[src/adcgp_pkg.sv]
package adcgp_pkg;
	// register select codes
	localparam logic [2:0] REG_STATUS = 3'h0;
	localparam logic [2:0] REG_MODE = 3'h1;
	localparam logic [2:0] REG_CONFIG = 3'h2;
	localparam logic [2:0] REG_CONVERSION_RESULT = 3'h3;
	localparam logic [2:0] REG_PART_IDENTIFICATION = 3'h4;
	localparam logic [2:0] REG_GENERAL_OUTPUT_CONTROL = 3'h5;
	// communications byte fields
	localparam int COMM_WEN_BIT = 7;
	localparam int COMM_READ_BIT = 6;
	localparam int COMM_RS_LSB = 3;
	// mode register fields
	localparam int MODE_APPEND_BIT = 20;
	localparam logic [23:0] MODE_RESET = 24'h000000;
	// configuration register fields
	localparam int CFG_PSEUDO_BIT = 18;
	localparam int CFG_REFERENCE_BIT = 20;
	localparam int CFG_CHAN_TOP_LSB = 12;
	localparam logic [23:0] CONFIG_RESET = 24'h000000;
	// output control fields
	localparam int GPO_UPPER_EN_BIT = 5;
	localparam int GPO_LOWER_EN_BIT = 4;
	localparam logic [7:0] GPO_RESET = 8'h00;
	localparam logic [23:0] RESULT_RESET = 24'h000000;
	// transfer lengths in serial clocks
	localparam logic [5:0] LEN_COMM = 6'h08;
	localparam logic [5:0] LEN_BYTE = 6'h08;
	localparam logic [5:0] LEN_WORD = 6'h18;
	localparam logic [5:0] LEN_WORD_STATUS = 6'h20;
	typedef enum logic {
		ST_COMM = 1'b0,
		ST_DATA = 1'b1
	} adcgp_state_t;
endpackage

[src/adcgp_regs.sv]
`timescale 1ns/1ps
module adcgp_regs import adcgp_pkg::*; #(
	parameter logic [7:0] ID_VALUE = 8'hA6 // arbitrary identification value
) (
	input wire logic ref_clk, // 10 MHz clock
	input wire logic rst, // async reset, high
	input wire logic sclk, // serial clock, idles high
	input wire logic cs_n, // serial select, low active
	input wire logic din, // serial data in
	output logic dout, // serial data out / ready
	output logic ready_n, // ready pin, low when result waits
	input wire logic conv_valid, // new result pulse
	input wire logic [23:0] conv_data, // new result
	output logic [3:0] pos_input_sel, // positive input code
	output logic neg_is_common, // negative input is common input
	output logic [3:0] gpo_out, // output pin levels
	output logic [3:0] gpo_oe, // output pin enables
	input wire logic [3:0] gpo_in, // output pin sensed levels
	output logic upper_pins_analog, // pins three, two as analog 1, 2
	output logic lower_pins_reference, // pins one, zero as second reference
	output logic lower_pins_analog // pins one, zero as analog 3, 4
);
	adcgp_state_t state_q;
	logic sclk_q;
	logic [5:0] cnt_q;
	logic [5:0] len_q;
	logic [2:0] rs_q;
	logic is_read_q;
	logic [22:0] rx_q;
	logic [31:0] tx_q;
	logic dout_q;
	logic ready_n_q;
	logic [23:0] mode_q;
	logic [23:0] config_q;
	logic [23:0] result_q;
	logic [3:0] tag_q;
	logic [7:0] gpo_q;
	logic rise;
	logic fall;
	logic [7:0] comm_byte;
	logic [23:0] wr_word;
	logic comm_done;
	logic data_done;
	logic read_done;
	logic [5:0] next_len;
	logic [31:0] read_val;
	logic [7:0] status_byte;
	logic [7:0] gpo_read;
	logic upper_en;
	logic lower_en;

	assign rise = sclk && !sclk_q && !cs_n;
	assign fall = !sclk && sclk_q && !cs_n;
	assign comm_byte = {rx_q[6:0], din};
	assign wr_word = {rx_q, din};
	assign comm_done = rise && state_q == ST_COMM && cnt_q == LEN_COMM - 6'h01
		&& !comm_byte[COMM_WEN_BIT];
	assign data_done = rise && state_q == ST_DATA && cnt_q == len_q - 6'h01;
	assign read_done = data_done && is_read_q && rs_q == REG_CONVERSION_RESULT;
	assign upper_en = gpo_q[GPO_UPPER_EN_BIT];
	assign lower_en = gpo_q[GPO_LOWER_EN_BIT];
	assign status_byte = {ready_n_q, 3'h0, tag_q};
	assign gpo_read = {gpo_q[7:4], upper_en ? gpo_in[3:2] : gpo_q[3:2],
		lower_en ? gpo_in[1:0] : gpo_q[1:0]};

	// shift register holds at most a result plus its status byte
	if (LEN_WORD_STATUS > 6'h20 || LEN_WORD > LEN_WORD_STATUS) begin : len_check
		$error("transfer lengths do not fit the shift register");
	end

	always_comb begin
		unique case (comm_byte[5:3])
			REG_STATUS, REG_PART_IDENTIFICATION, REG_GENERAL_OUTPUT_CONTROL: next_len = LEN_BYTE;
			REG_CONVERSION_RESULT: next_len = mode_q[MODE_APPEND_BIT] ? LEN_WORD_STATUS : LEN_WORD;
			default: next_len = LEN_WORD;
		endcase
	end

	// read value, left aligned so the top bit goes out first
	always_comb begin
		unique case (comm_byte[5:3])
			REG_STATUS: read_val = {status_byte, 24'h000000};
			REG_MODE: read_val = {mode_q, 8'h00};
			REG_CONFIG: read_val = {config_q, 8'h00};
			REG_CONVERSION_RESULT: read_val = {result_q, status_byte};
			REG_PART_IDENTIFICATION: read_val = {ID_VALUE, 24'h000000};
			REG_GENERAL_OUTPUT_CONTROL: read_val = {gpo_read, 24'h000000};
			default: read_val = 32'h00000000;
		endcase
	end

	always_ff @(posedge ref_clk or posedge rst) begin
		if (rst) begin
			sclk_q <= 1'b1;
		end else begin
			sclk_q <= sclk;
		end
	end

	// serial framing
	always_ff @(posedge ref_clk or posedge rst) begin
		if (rst) begin
			state_q <= ST_COMM;
			cnt_q <= 6'h00;
			len_q <= LEN_BYTE;
			rs_q <= REG_STATUS;
			is_read_q <= 1'b0;
			rx_q <= 23'h000000;
		end else if (cs_n) begin
			state_q <= ST_COMM;
			cnt_q <= 6'h00;
		end else if (rise) begin
			rx_q <= wr_word[22:0];
			if (state_q == ST_COMM) begin
				if (cnt_q == LEN_COMM - 6'h01) begin
					cnt_q <= 6'h00;
					if (!comm_byte[COMM_WEN_BIT]) begin
						state_q <= ST_DATA;
						rs_q <= comm_byte[5:3];
						is_read_q <= comm_byte[COMM_READ_BIT];
						len_q <= next_len;
					end
				end else begin
					cnt_q <= cnt_q + 6'h01;
				end
			end else if (data_done) begin
				state_q <= ST_COMM;
				cnt_q <= 6'h00;
			end else begin
				cnt_q <= cnt_q + 6'h01;
			end
		end
	end

	// shift out on falling edges, ready level between frames
	always_ff @(posedge ref_clk or posedge rst) begin
		if (rst) begin
			tx_q <= 32'h00000000;
			dout_q <= 1'b1;
		end else if (comm_done && comm_byte[COMM_READ_BIT]) begin
			tx_q <= read_val;
		end else if (state_q == ST_DATA && is_read_q) begin
			if (fall) begin
				dout_q <= tx_q[31];
				tx_q <= {tx_q[30:0], 1'b0};
			end
		end else begin
			dout_q <= ready_n_q;
		end
	end

	// mode and configuration words, taken on the last data bit
	always_ff @(posedge ref_clk or posedge rst) begin
		if (rst) begin
			mode_q <= MODE_RESET;
			config_q <= CONFIG_RESET;
		end else if (data_done && !is_read_q) begin
			if (rs_q == REG_MODE) begin
				mode_q <= wr_word;
			end
			if (rs_q == REG_CONFIG) begin
				config_q <= wr_word;
			end
		end
	end

	// host keeps bits 7 and 6 at zero
	always_ff @(posedge ref_clk or posedge rst) begin
		if (rst) begin
			gpo_q <= GPO_RESET;
		end else if (data_done && !is_read_q && rs_q == REG_GENERAL_OUTPUT_CONTROL) begin
			gpo_q <= wr_word[7:0];
		end
	end

	// result and the channel it came from
	always_ff @(posedge ref_clk or posedge rst) begin
		if (rst) begin
			result_q <= RESULT_RESET;
			tag_q <= 4'h0;
		end else if (conv_valid) begin
			result_q <= conv_data;
			tag_q <= pos_input_sel;
		end
	end

	// a new result wins over a finishing read
	always_ff @(posedge ref_clk or posedge rst) begin
		if (rst) begin
			ready_n_q <= 1'b1;
		end else if (conv_valid) begin
			ready_n_q <= 1'b0;
		end else if (read_done) begin
			ready_n_q <= 1'b1;
		end
	end

	// pin drive and pin function
	assign dout = dout_q;
	assign ready_n = ready_n_q;
	assign neg_is_common = config_q[CFG_PSEUDO_BIT];
	assign pos_input_sel = config_q[CFG_CHAN_TOP_LSB +: 4];
	assign gpo_oe = {upper_en, upper_en, lower_en, lower_en};
	assign gpo_out = {upper_en & gpo_q[3], upper_en & gpo_q[2],
		lower_en & gpo_q[1], lower_en & gpo_q[0]};
	assign upper_pins_analog = !upper_en;
	assign lower_pins_reference = config_q[CFG_REFERENCE_BIT];
	assign lower_pins_analog = !lower_en && !config_q[CFG_REFERENCE_BIT];

	// result, channel tag, ready and positive input select
	ready_after_read_a: assert property (@(posedge ref_clk) disable iff (rst)
		read_done && !conv_valid |=> ready_n ##1 dout)
		else $error("ready not raised after result read");
	result_load_a: assert property (@(posedge ref_clk) disable iff (rst)
		conv_valid |=> result_q == $past(conv_data) && !ready_n)
		else $error("result not loaded");
	channel_tag_a: assert property (@(posedge ref_clk) disable iff (rst)
		conv_valid |=> status_byte[3:0] == $past(pos_input_sel))
		else $error("channel tag wrong");
	positive_select_a: assert property (@(posedge ref_clk) disable iff (rst)
		neg_is_common |-> pos_input_sel == config_q[15:12])
		else $error("positive input select wrong");

	// serial framing, shift-out and output control write
	append_length_a: assert property (@(posedge ref_clk) disable iff (rst)
		comm_done && comm_byte[5:3] == REG_CONVERSION_RESULT |=>
		len_q == (mode_q[MODE_APPEND_BIT] ? LEN_WORD_STATUS : LEN_WORD))
		else $error("result length wrong");
	id_load_a: assert property (@(posedge ref_clk) disable iff (rst)
		comm_done && comm_byte[COMM_READ_BIT] && comm_byte[5:3] == REG_PART_IDENTIFICATION
		|=> tx_q[31:24] == ID_VALUE)
		else $error("identification not loaded");
	gpo_write_a: assert property (@(posedge ref_clk) disable iff (rst)
		data_done && !is_read_q && rs_q == REG_GENERAL_OUTPUT_CONTROL
		|=> gpo_q == $past(wr_word[7:0]))
		else $error("output control write lost");
	msb_first_a: assert property (@(posedge ref_clk) disable iff (rst)
		fall && state_q == ST_DATA && is_read_q && !(comm_done)
		|=> dout_q == $past(tx_q[31]))
		else $error("serial bit order wrong");

	// pin drive, pin function and readback
	upper_drive_a: assert property (@(posedge ref_clk) disable iff (rst)
		gpo_oe[3:2] == {2{gpo_q[5]}} && upper_pins_analog == !gpo_q[5])
		else $error("upper pin enable wrong");
	upper_value_a: assert property (@(posedge ref_clk) disable iff (rst)
		gpo_q[5] |-> gpo_out[3] == gpo_q[3] && gpo_out[2] == gpo_q[2])
		else $error("upper pin level wrong");
	lower_drive_a: assert property (@(posedge ref_clk) disable iff (rst)
		gpo_q[4] |-> gpo_oe[1:0] == 2'h3 && gpo_out[1:0] == gpo_q[1:0])
		else $error("lower pins not driven");
	lower_tristate_a: assert property (@(posedge ref_clk) disable iff (rst)
		!gpo_q[4] |-> gpo_oe[1:0] == 2'h0 && gpo_out[1:0] == 2'h0)
		else $error("lower pins not tristated");
	lower_function_a: assert property (@(posedge ref_clk) disable iff (rst)
		lower_pins_analog == (!gpo_q[4] && !config_q[CFG_REFERENCE_BIT])
		&& lower_pins_reference == config_q[CFG_REFERENCE_BIT])
		else $error("lower pin function wrong");
	gpo_readback_a: assert property (@(posedge ref_clk) disable iff (rst)
		gpo_q[5] |-> gpo_read[3:2] == gpo_in[3:2])
		else $error("readback not from pins");

	// held state between events
	ready_hold_a: assert property (@(posedge ref_clk) disable iff (rst)
		!conv_valid && !read_done |=> ready_n == $past(ready_n))
		else $error("ready changed without cause");
	result_stable_a: assert property (@(posedge ref_clk) disable iff (rst)
		!conv_valid |=> result_q == $past(result_q))
		else $error("result changed without new conversion");
	tag_stable_a: assert property (@(posedge ref_clk) disable iff (rst)
		!conv_valid |=> tag_q == $past(tag_q))
		else $error("channel tag changed without new conversion");
	dout_ready_a: assert property (@(posedge ref_clk) disable iff (rst)
		state_q == ST_COMM && !(comm_done && comm_byte[COMM_READ_BIT])
		|=> dout == $past(ready_n))
		else $error("data pin does not show ready between frames");

	// words loaded for shift-out, shift advance and restart on deselect
	result_frame_a: assert property (@(posedge ref_clk) disable iff (rst)
		comm_done && comm_byte[COMM_READ_BIT] && comm_byte[5:3] == REG_CONVERSION_RESULT
		|=> tx_q == $past({result_q, status_byte}))
		else $error("result frame wrong");
	append_tail_a: assert property (@(posedge ref_clk) disable iff (rst)
		comm_done && comm_byte[5:3] == REG_CONVERSION_RESULT && mode_q[MODE_APPEND_BIT]
		|=> len_q == LEN_WORD_STATUS && tx_q[7:0] == $past(status_byte))
		else $error("status not appended to result");
	gpo_frame_a: assert property (@(posedge ref_clk) disable iff (rst)
		comm_done && comm_byte[COMM_READ_BIT] && comm_byte[5:3] == REG_GENERAL_OUTPUT_CONTROL
		|=> tx_q[31:24] == $past(gpo_read))
		else $error("output control frame wrong");
	status_frame_a: assert property (@(posedge ref_clk) disable iff (rst)
		comm_done && comm_byte[COMM_READ_BIT] && comm_byte[5:3] == REG_STATUS
		|=> tx_q[31:24] == $past(status_byte))
		else $error("status frame wrong");
	tx_shift_a: assert property (@(posedge ref_clk) disable iff (rst)
		fall && state_q == ST_DATA && is_read_q
		|=> tx_q == {$past(tx_q[30:0]), 1'b0})
		else $error("shift register not advanced");
	frame_restart_a: assert property (@(posedge ref_clk) disable iff (rst)
		cs_n |=> state_q == ST_COMM && cnt_q == 6'h00)
		else $error("frame not restarted on deselect");

	// register writes
	gpo_hold_a: assert property (@(posedge ref_clk) disable iff (rst)
		!(data_done && !is_read_q && rs_q == REG_GENERAL_OUTPUT_CONTROL)
		|=> gpo_q == $past(gpo_q))
		else $error("output control changed without write");
	config_write_a: assert property (@(posedge ref_clk) disable iff (rst)
		data_done && !is_read_q && rs_q == REG_CONFIG |=> pos_input_sel ==
		$past(wr_word[CFG_CHAN_TOP_LSB +: 4]) && neg_is_common == $past(wr_word[CFG_PSEUDO_BIT]))
		else $error("channel selection not taken from write");
	mode_write_a: assert property (@(posedge ref_clk) disable iff (rst)
		data_done && !is_read_q && rs_q == REG_MODE
		|=> mode_q[MODE_APPEND_BIT] == $past(wr_word[MODE_APPEND_BIT]))
		else $error("append bit not taken from write");

	// pins and readback
	lower_readback_a: assert property (@(posedge ref_clk) disable iff (rst)
		gpo_q[GPO_LOWER_EN_BIT] |-> gpo_read[1:0] == gpo_in[1:0])
		else $error("lower readback not from pins");
	upper_stored_a: assert property (@(posedge ref_clk) disable iff (rst)
		!gpo_q[GPO_UPPER_EN_BIT] |-> gpo_read[3:2] == gpo_q[3:2])
		else $error("upper readback not from register");
	lower_stored_a: assert property (@(posedge ref_clk) disable iff (rst)
		!gpo_q[GPO_LOWER_EN_BIT] |-> gpo_read[1:0] == gpo_q[1:0])
		else $error("lower readback not from register");
	upper_quiet_a: assert property (@(posedge ref_clk) disable iff (rst)
		!gpo_q[GPO_UPPER_EN_BIT] |-> gpo_out[3:2] == 2'h0)
		else $error("upper pins driven while analog");
	reference_pin_a: assert property (@(posedge ref_clk) disable iff (rst)
		config_q[CFG_REFERENCE_BIT] |-> lower_pins_reference && !lower_pins_analog)
		else $error("lower pins not used as reference");
endmodule

[config.mk]
export PLATFORM = sky130hd
export DESIGN_NAME = adcgp_regs
export DESIGN_NICKNAME = d
export VERILOG_FILES = /design/src/adcgp_pkg.sv /design/src/adcgp_regs.sv
export SDC_FILE = /design/constraint.sdc
export NUM_CORES = 1
export LEC_CHECK = 0
export ABC_CLOCK_PERIOD_IN_PS = 4900
export BUFFER_PORTS_ARGS = -buffer_cell sky130_fd_sc_hd__buf_2
export CORE_MARGIN = 3
export CORE_UTILIZATION = 56
export CTS_BUF_LIST = sky130_fd_sc_hd__clkbuf_2 sky130_fd_sc_hd__clkbuf_4 sky130_fd_sc_hd__clkbuf_8
export CTS_CLUSTER_SIZE = 10
export DETAILED_ROUTE_END_ITERATION = 8
export PLACE_DENSITY = 0.81
export SLEW_MARGIN = 30
export SYNTH_ARGS = -nofsm -noshare
export SYNTH_HDL_FRONTEND = slang
export SYNTH_SLANG_ARGS = --single-unit
[constraint.sdc]
create_clock -name ref_clk -period 4.9 [get_ports ref_clk]
set_input_delay 0.98 -clock ref_clk [delete_from_list [all_inputs] [get_ports ref_clk]]
set_output_delay 0.98 -clock ref_clk [all_outputs]
set_load 0.02 [all_outputs]
==> flow_summary.toml <==
[route]
avgViaCountPerCell = 5.84
drc = 0
first_pass_iters = 6
wirelength_um = 16000
vias = 4939
ant_nets = 0
wl_per_cell_um = 18.9
first_iter_violations = 478

[job]
drv_cap = 0

[clock_network]
hold_buffers = 0
root_buffer = "clkbuf_8"
cts_buffers = 17
cts.sink_count = 156
cts_tree = "built"
postCtsSetupBuffers = 0
post_cts_resized = 0
cts_max_level = 4
clk_pin_slew_ps = 80
cts_buffer_depth = 2
clk_latency_ps = 470

[layout]
syn_to_final_growth_pct = 10.1
drive_above_1_share_pct = 31.5
diodes = 0
final_cell_mix = "152 x dfrtp_1, 113 x nand2_1, 67 x mux2_2"
final_common_cell = "dfrtp_1"
finalNetCount = 700

[logic_synthesis]
ys_types = 47
syn_nets = 666
synthCells = 630
yosys_warnings = 0
ys_ff_latch = 156
ys_seq_area_share_pct = 54.0
synth.cell_area_mm2 = 0.00724
avgSynthCellArea_um2 = 11.5

[sta]
hold_slack_ps = 487
fin_worst_skew_ps = 11.0
grt_setup_unrepaired = "false"
min_period_over_period_pct = 65.9
hold_viol = 0
slew_headroom_pct = 41.5
fmax_mhz = 310
period_minus_slack_ps = 3230
worstMarginPinSlew_ps = 874
fin_tns_setup_ps = 0
finalSetupViolCount = 0
slew_violations = 0

[power]
power-per-cell-area_mw_per_mm2 = 331
ir_worst_vdd_uv = 284
fin_total_pwr_mw = 2.64
total_leakage_power_nw = 3.96

[placed_design]
numPortBuffers = 51
hpwlAfterDp_um = 10300
gp_congestion = 0.883

[die]
core.rowCount = 40
core-area_mm2 = 0.0123
dieWidth_um = 120
die_h_um = 120
initial_core_util_pct = 58.8
ios = 52
die_area_mm2 = 0.0143

[grt]
overflow = 0
grt_use_total_pct = 24.0
grt_pass1_vias = 5170
grt_antenna_before_repair = 0
grt_max_degree = 157
grt_pass1_wl_um = 26900

[setup_path]
crit_type = "primary input to flop"
cp-end-kind = "flop"
critPathMaxFanout = 25
crit_chain = "buf_2 -> or3b_1 -> buf_4 -> or4_4 -> nor3_2 -> nand2_2 -> mux2_4"
slowest_stage = "or4_4"
cp-start-kind = "primary input"
cp_data_arrival_time_ps = 3580
critical_path_required_ps = 5250
r2r_cells = 6
slowest_delay_ps = 600

[hold_path]
min_path_cells = 2
min_path_type = "flop to flop"

[status]
status = "finished, final reports clean"
[worst paths after layout]
| kind | slack [ps] | end | from |
|---|---|---|---|
| max | 1670 | mode_q[0]$_DFFE_PP0P_ | cs_n |
| min | 490 | len_q[4]$_DFFE_PP0P_ | len_q[4]$_DFFE_PP0P_ |
| max reg2reg | 1960 | mode_q[0]$_DFFE_PP0P_ | sclk_q$_DFF_PP1_ |
| min reg2reg | 490 | len_q[4]$_DFFE_PP0P_ | len_q[4]$_DFFE_PP0P_ |
| max in group asynchronous | 3540 | config_q[11]$_DFFE_PP0P_ | rst |
| min in group asynchronous | 710 | tx_q[9]$_DFFE_PP0P_ | rst |
[routing by layer]
layer	GRT usage (%)	part of all wire, %
met2	40.0	50
met1	30.6	42
met5	0	0
met3	6.17	5.5
met4	8.38	2.4
[where the power goes]
part           internal (mW)  switching (mW)
Combinational          0.107           0.173
Sequential              1.34          0.0477
Clock                  0.489           0.484
[flip-flops by register name, indices dropped and copies added (netlist names), 3 cells and up]
register,flops
tx_q,32
config_q,24
mode_q,24
result_q,24
rx_q,23
gpo_q,8
cnt_q,6
tag_q,4
len_q,3
rs_q,3
[area by class of cell]
cell class                 count  area [um2]
fill                         952        4340
inverter                       7        30.0
timing repair buffer          60         335
clock buffer                  20         269
multi-input combinational    422        3080
tap                          168         210
sequential                   156        3910
clock inverter                12         136
[critical path, delay by kind of cell]
family	cells	cell delay, ps
simple gates	4	1700
mux	1	500
buf+inv	2	380
[logic make-up after synthesis]
| kind of cell | count (synthesis) | share of synthesized area (%) |
|---|---|---|
| adders and majority gates | 2 | 0.345 |
| and+or+nand+nor | 181 | 11.2 |
| DFF | 156 | 54.0 |
| xor gates and xnor gates | 6 | 0.726 |
| buffers and inverters | 52 | 3.54 |
| AOI/OAI and AO/OA | 114 | 9.88 |
| muxes | 119 | 20.4 |
[cell usage after synthesis (all sizes together)]
master   count  area, um2
ha           2       25.0
nand2b       3       18.8
o21bai       2       15.0
nand4        3       18.8
a2bb2oi      1       8.76
a311oi       2       17.5
nand2      115        437
nor4b        3       26.3
xnor2        4       35.0
a41oi        1       8.76
a31o         1       8.76
nor2b        7       43.8
a22o        19        166
xor2         2       17.5
nor3b        4       30.0
clkbuf      33        125
a21oi       34        170
nand3        7       40.0
o21ai       33        165
or3b         1       8.76
o22ai        2       12.5
a31oi        4       25.0
mux2i       12        120
o22a         1       8.76
dfrtp      152       3800
inv          7       26.3
or4          1       11.3
and2         6       37.5
o32ai        1       8.76
a21o         1       7.51
nor2        27        104
and3         2       12.5
a22oi        7       52.6
a211oi       3       22.5
nor3         1       10.0
a221oi       2       17.5
nor4bb       1       10.0
buf         12        105
mux2       107       1360
dfstp        4        105
[per-stage QoR]
step	utilization (%)	instance area (um2)	worst slack (ps)	std cells
finish	64.8	7970	1670	845
global route	64.8	7970	1610	845
CTS	64.8	7970	1710	845
detailed placement	61.5	7570	1220	813
global placement	61.5	7570	1320	813
floorplan	-	7250	1950	630
(Power assumes the default switching activity.)
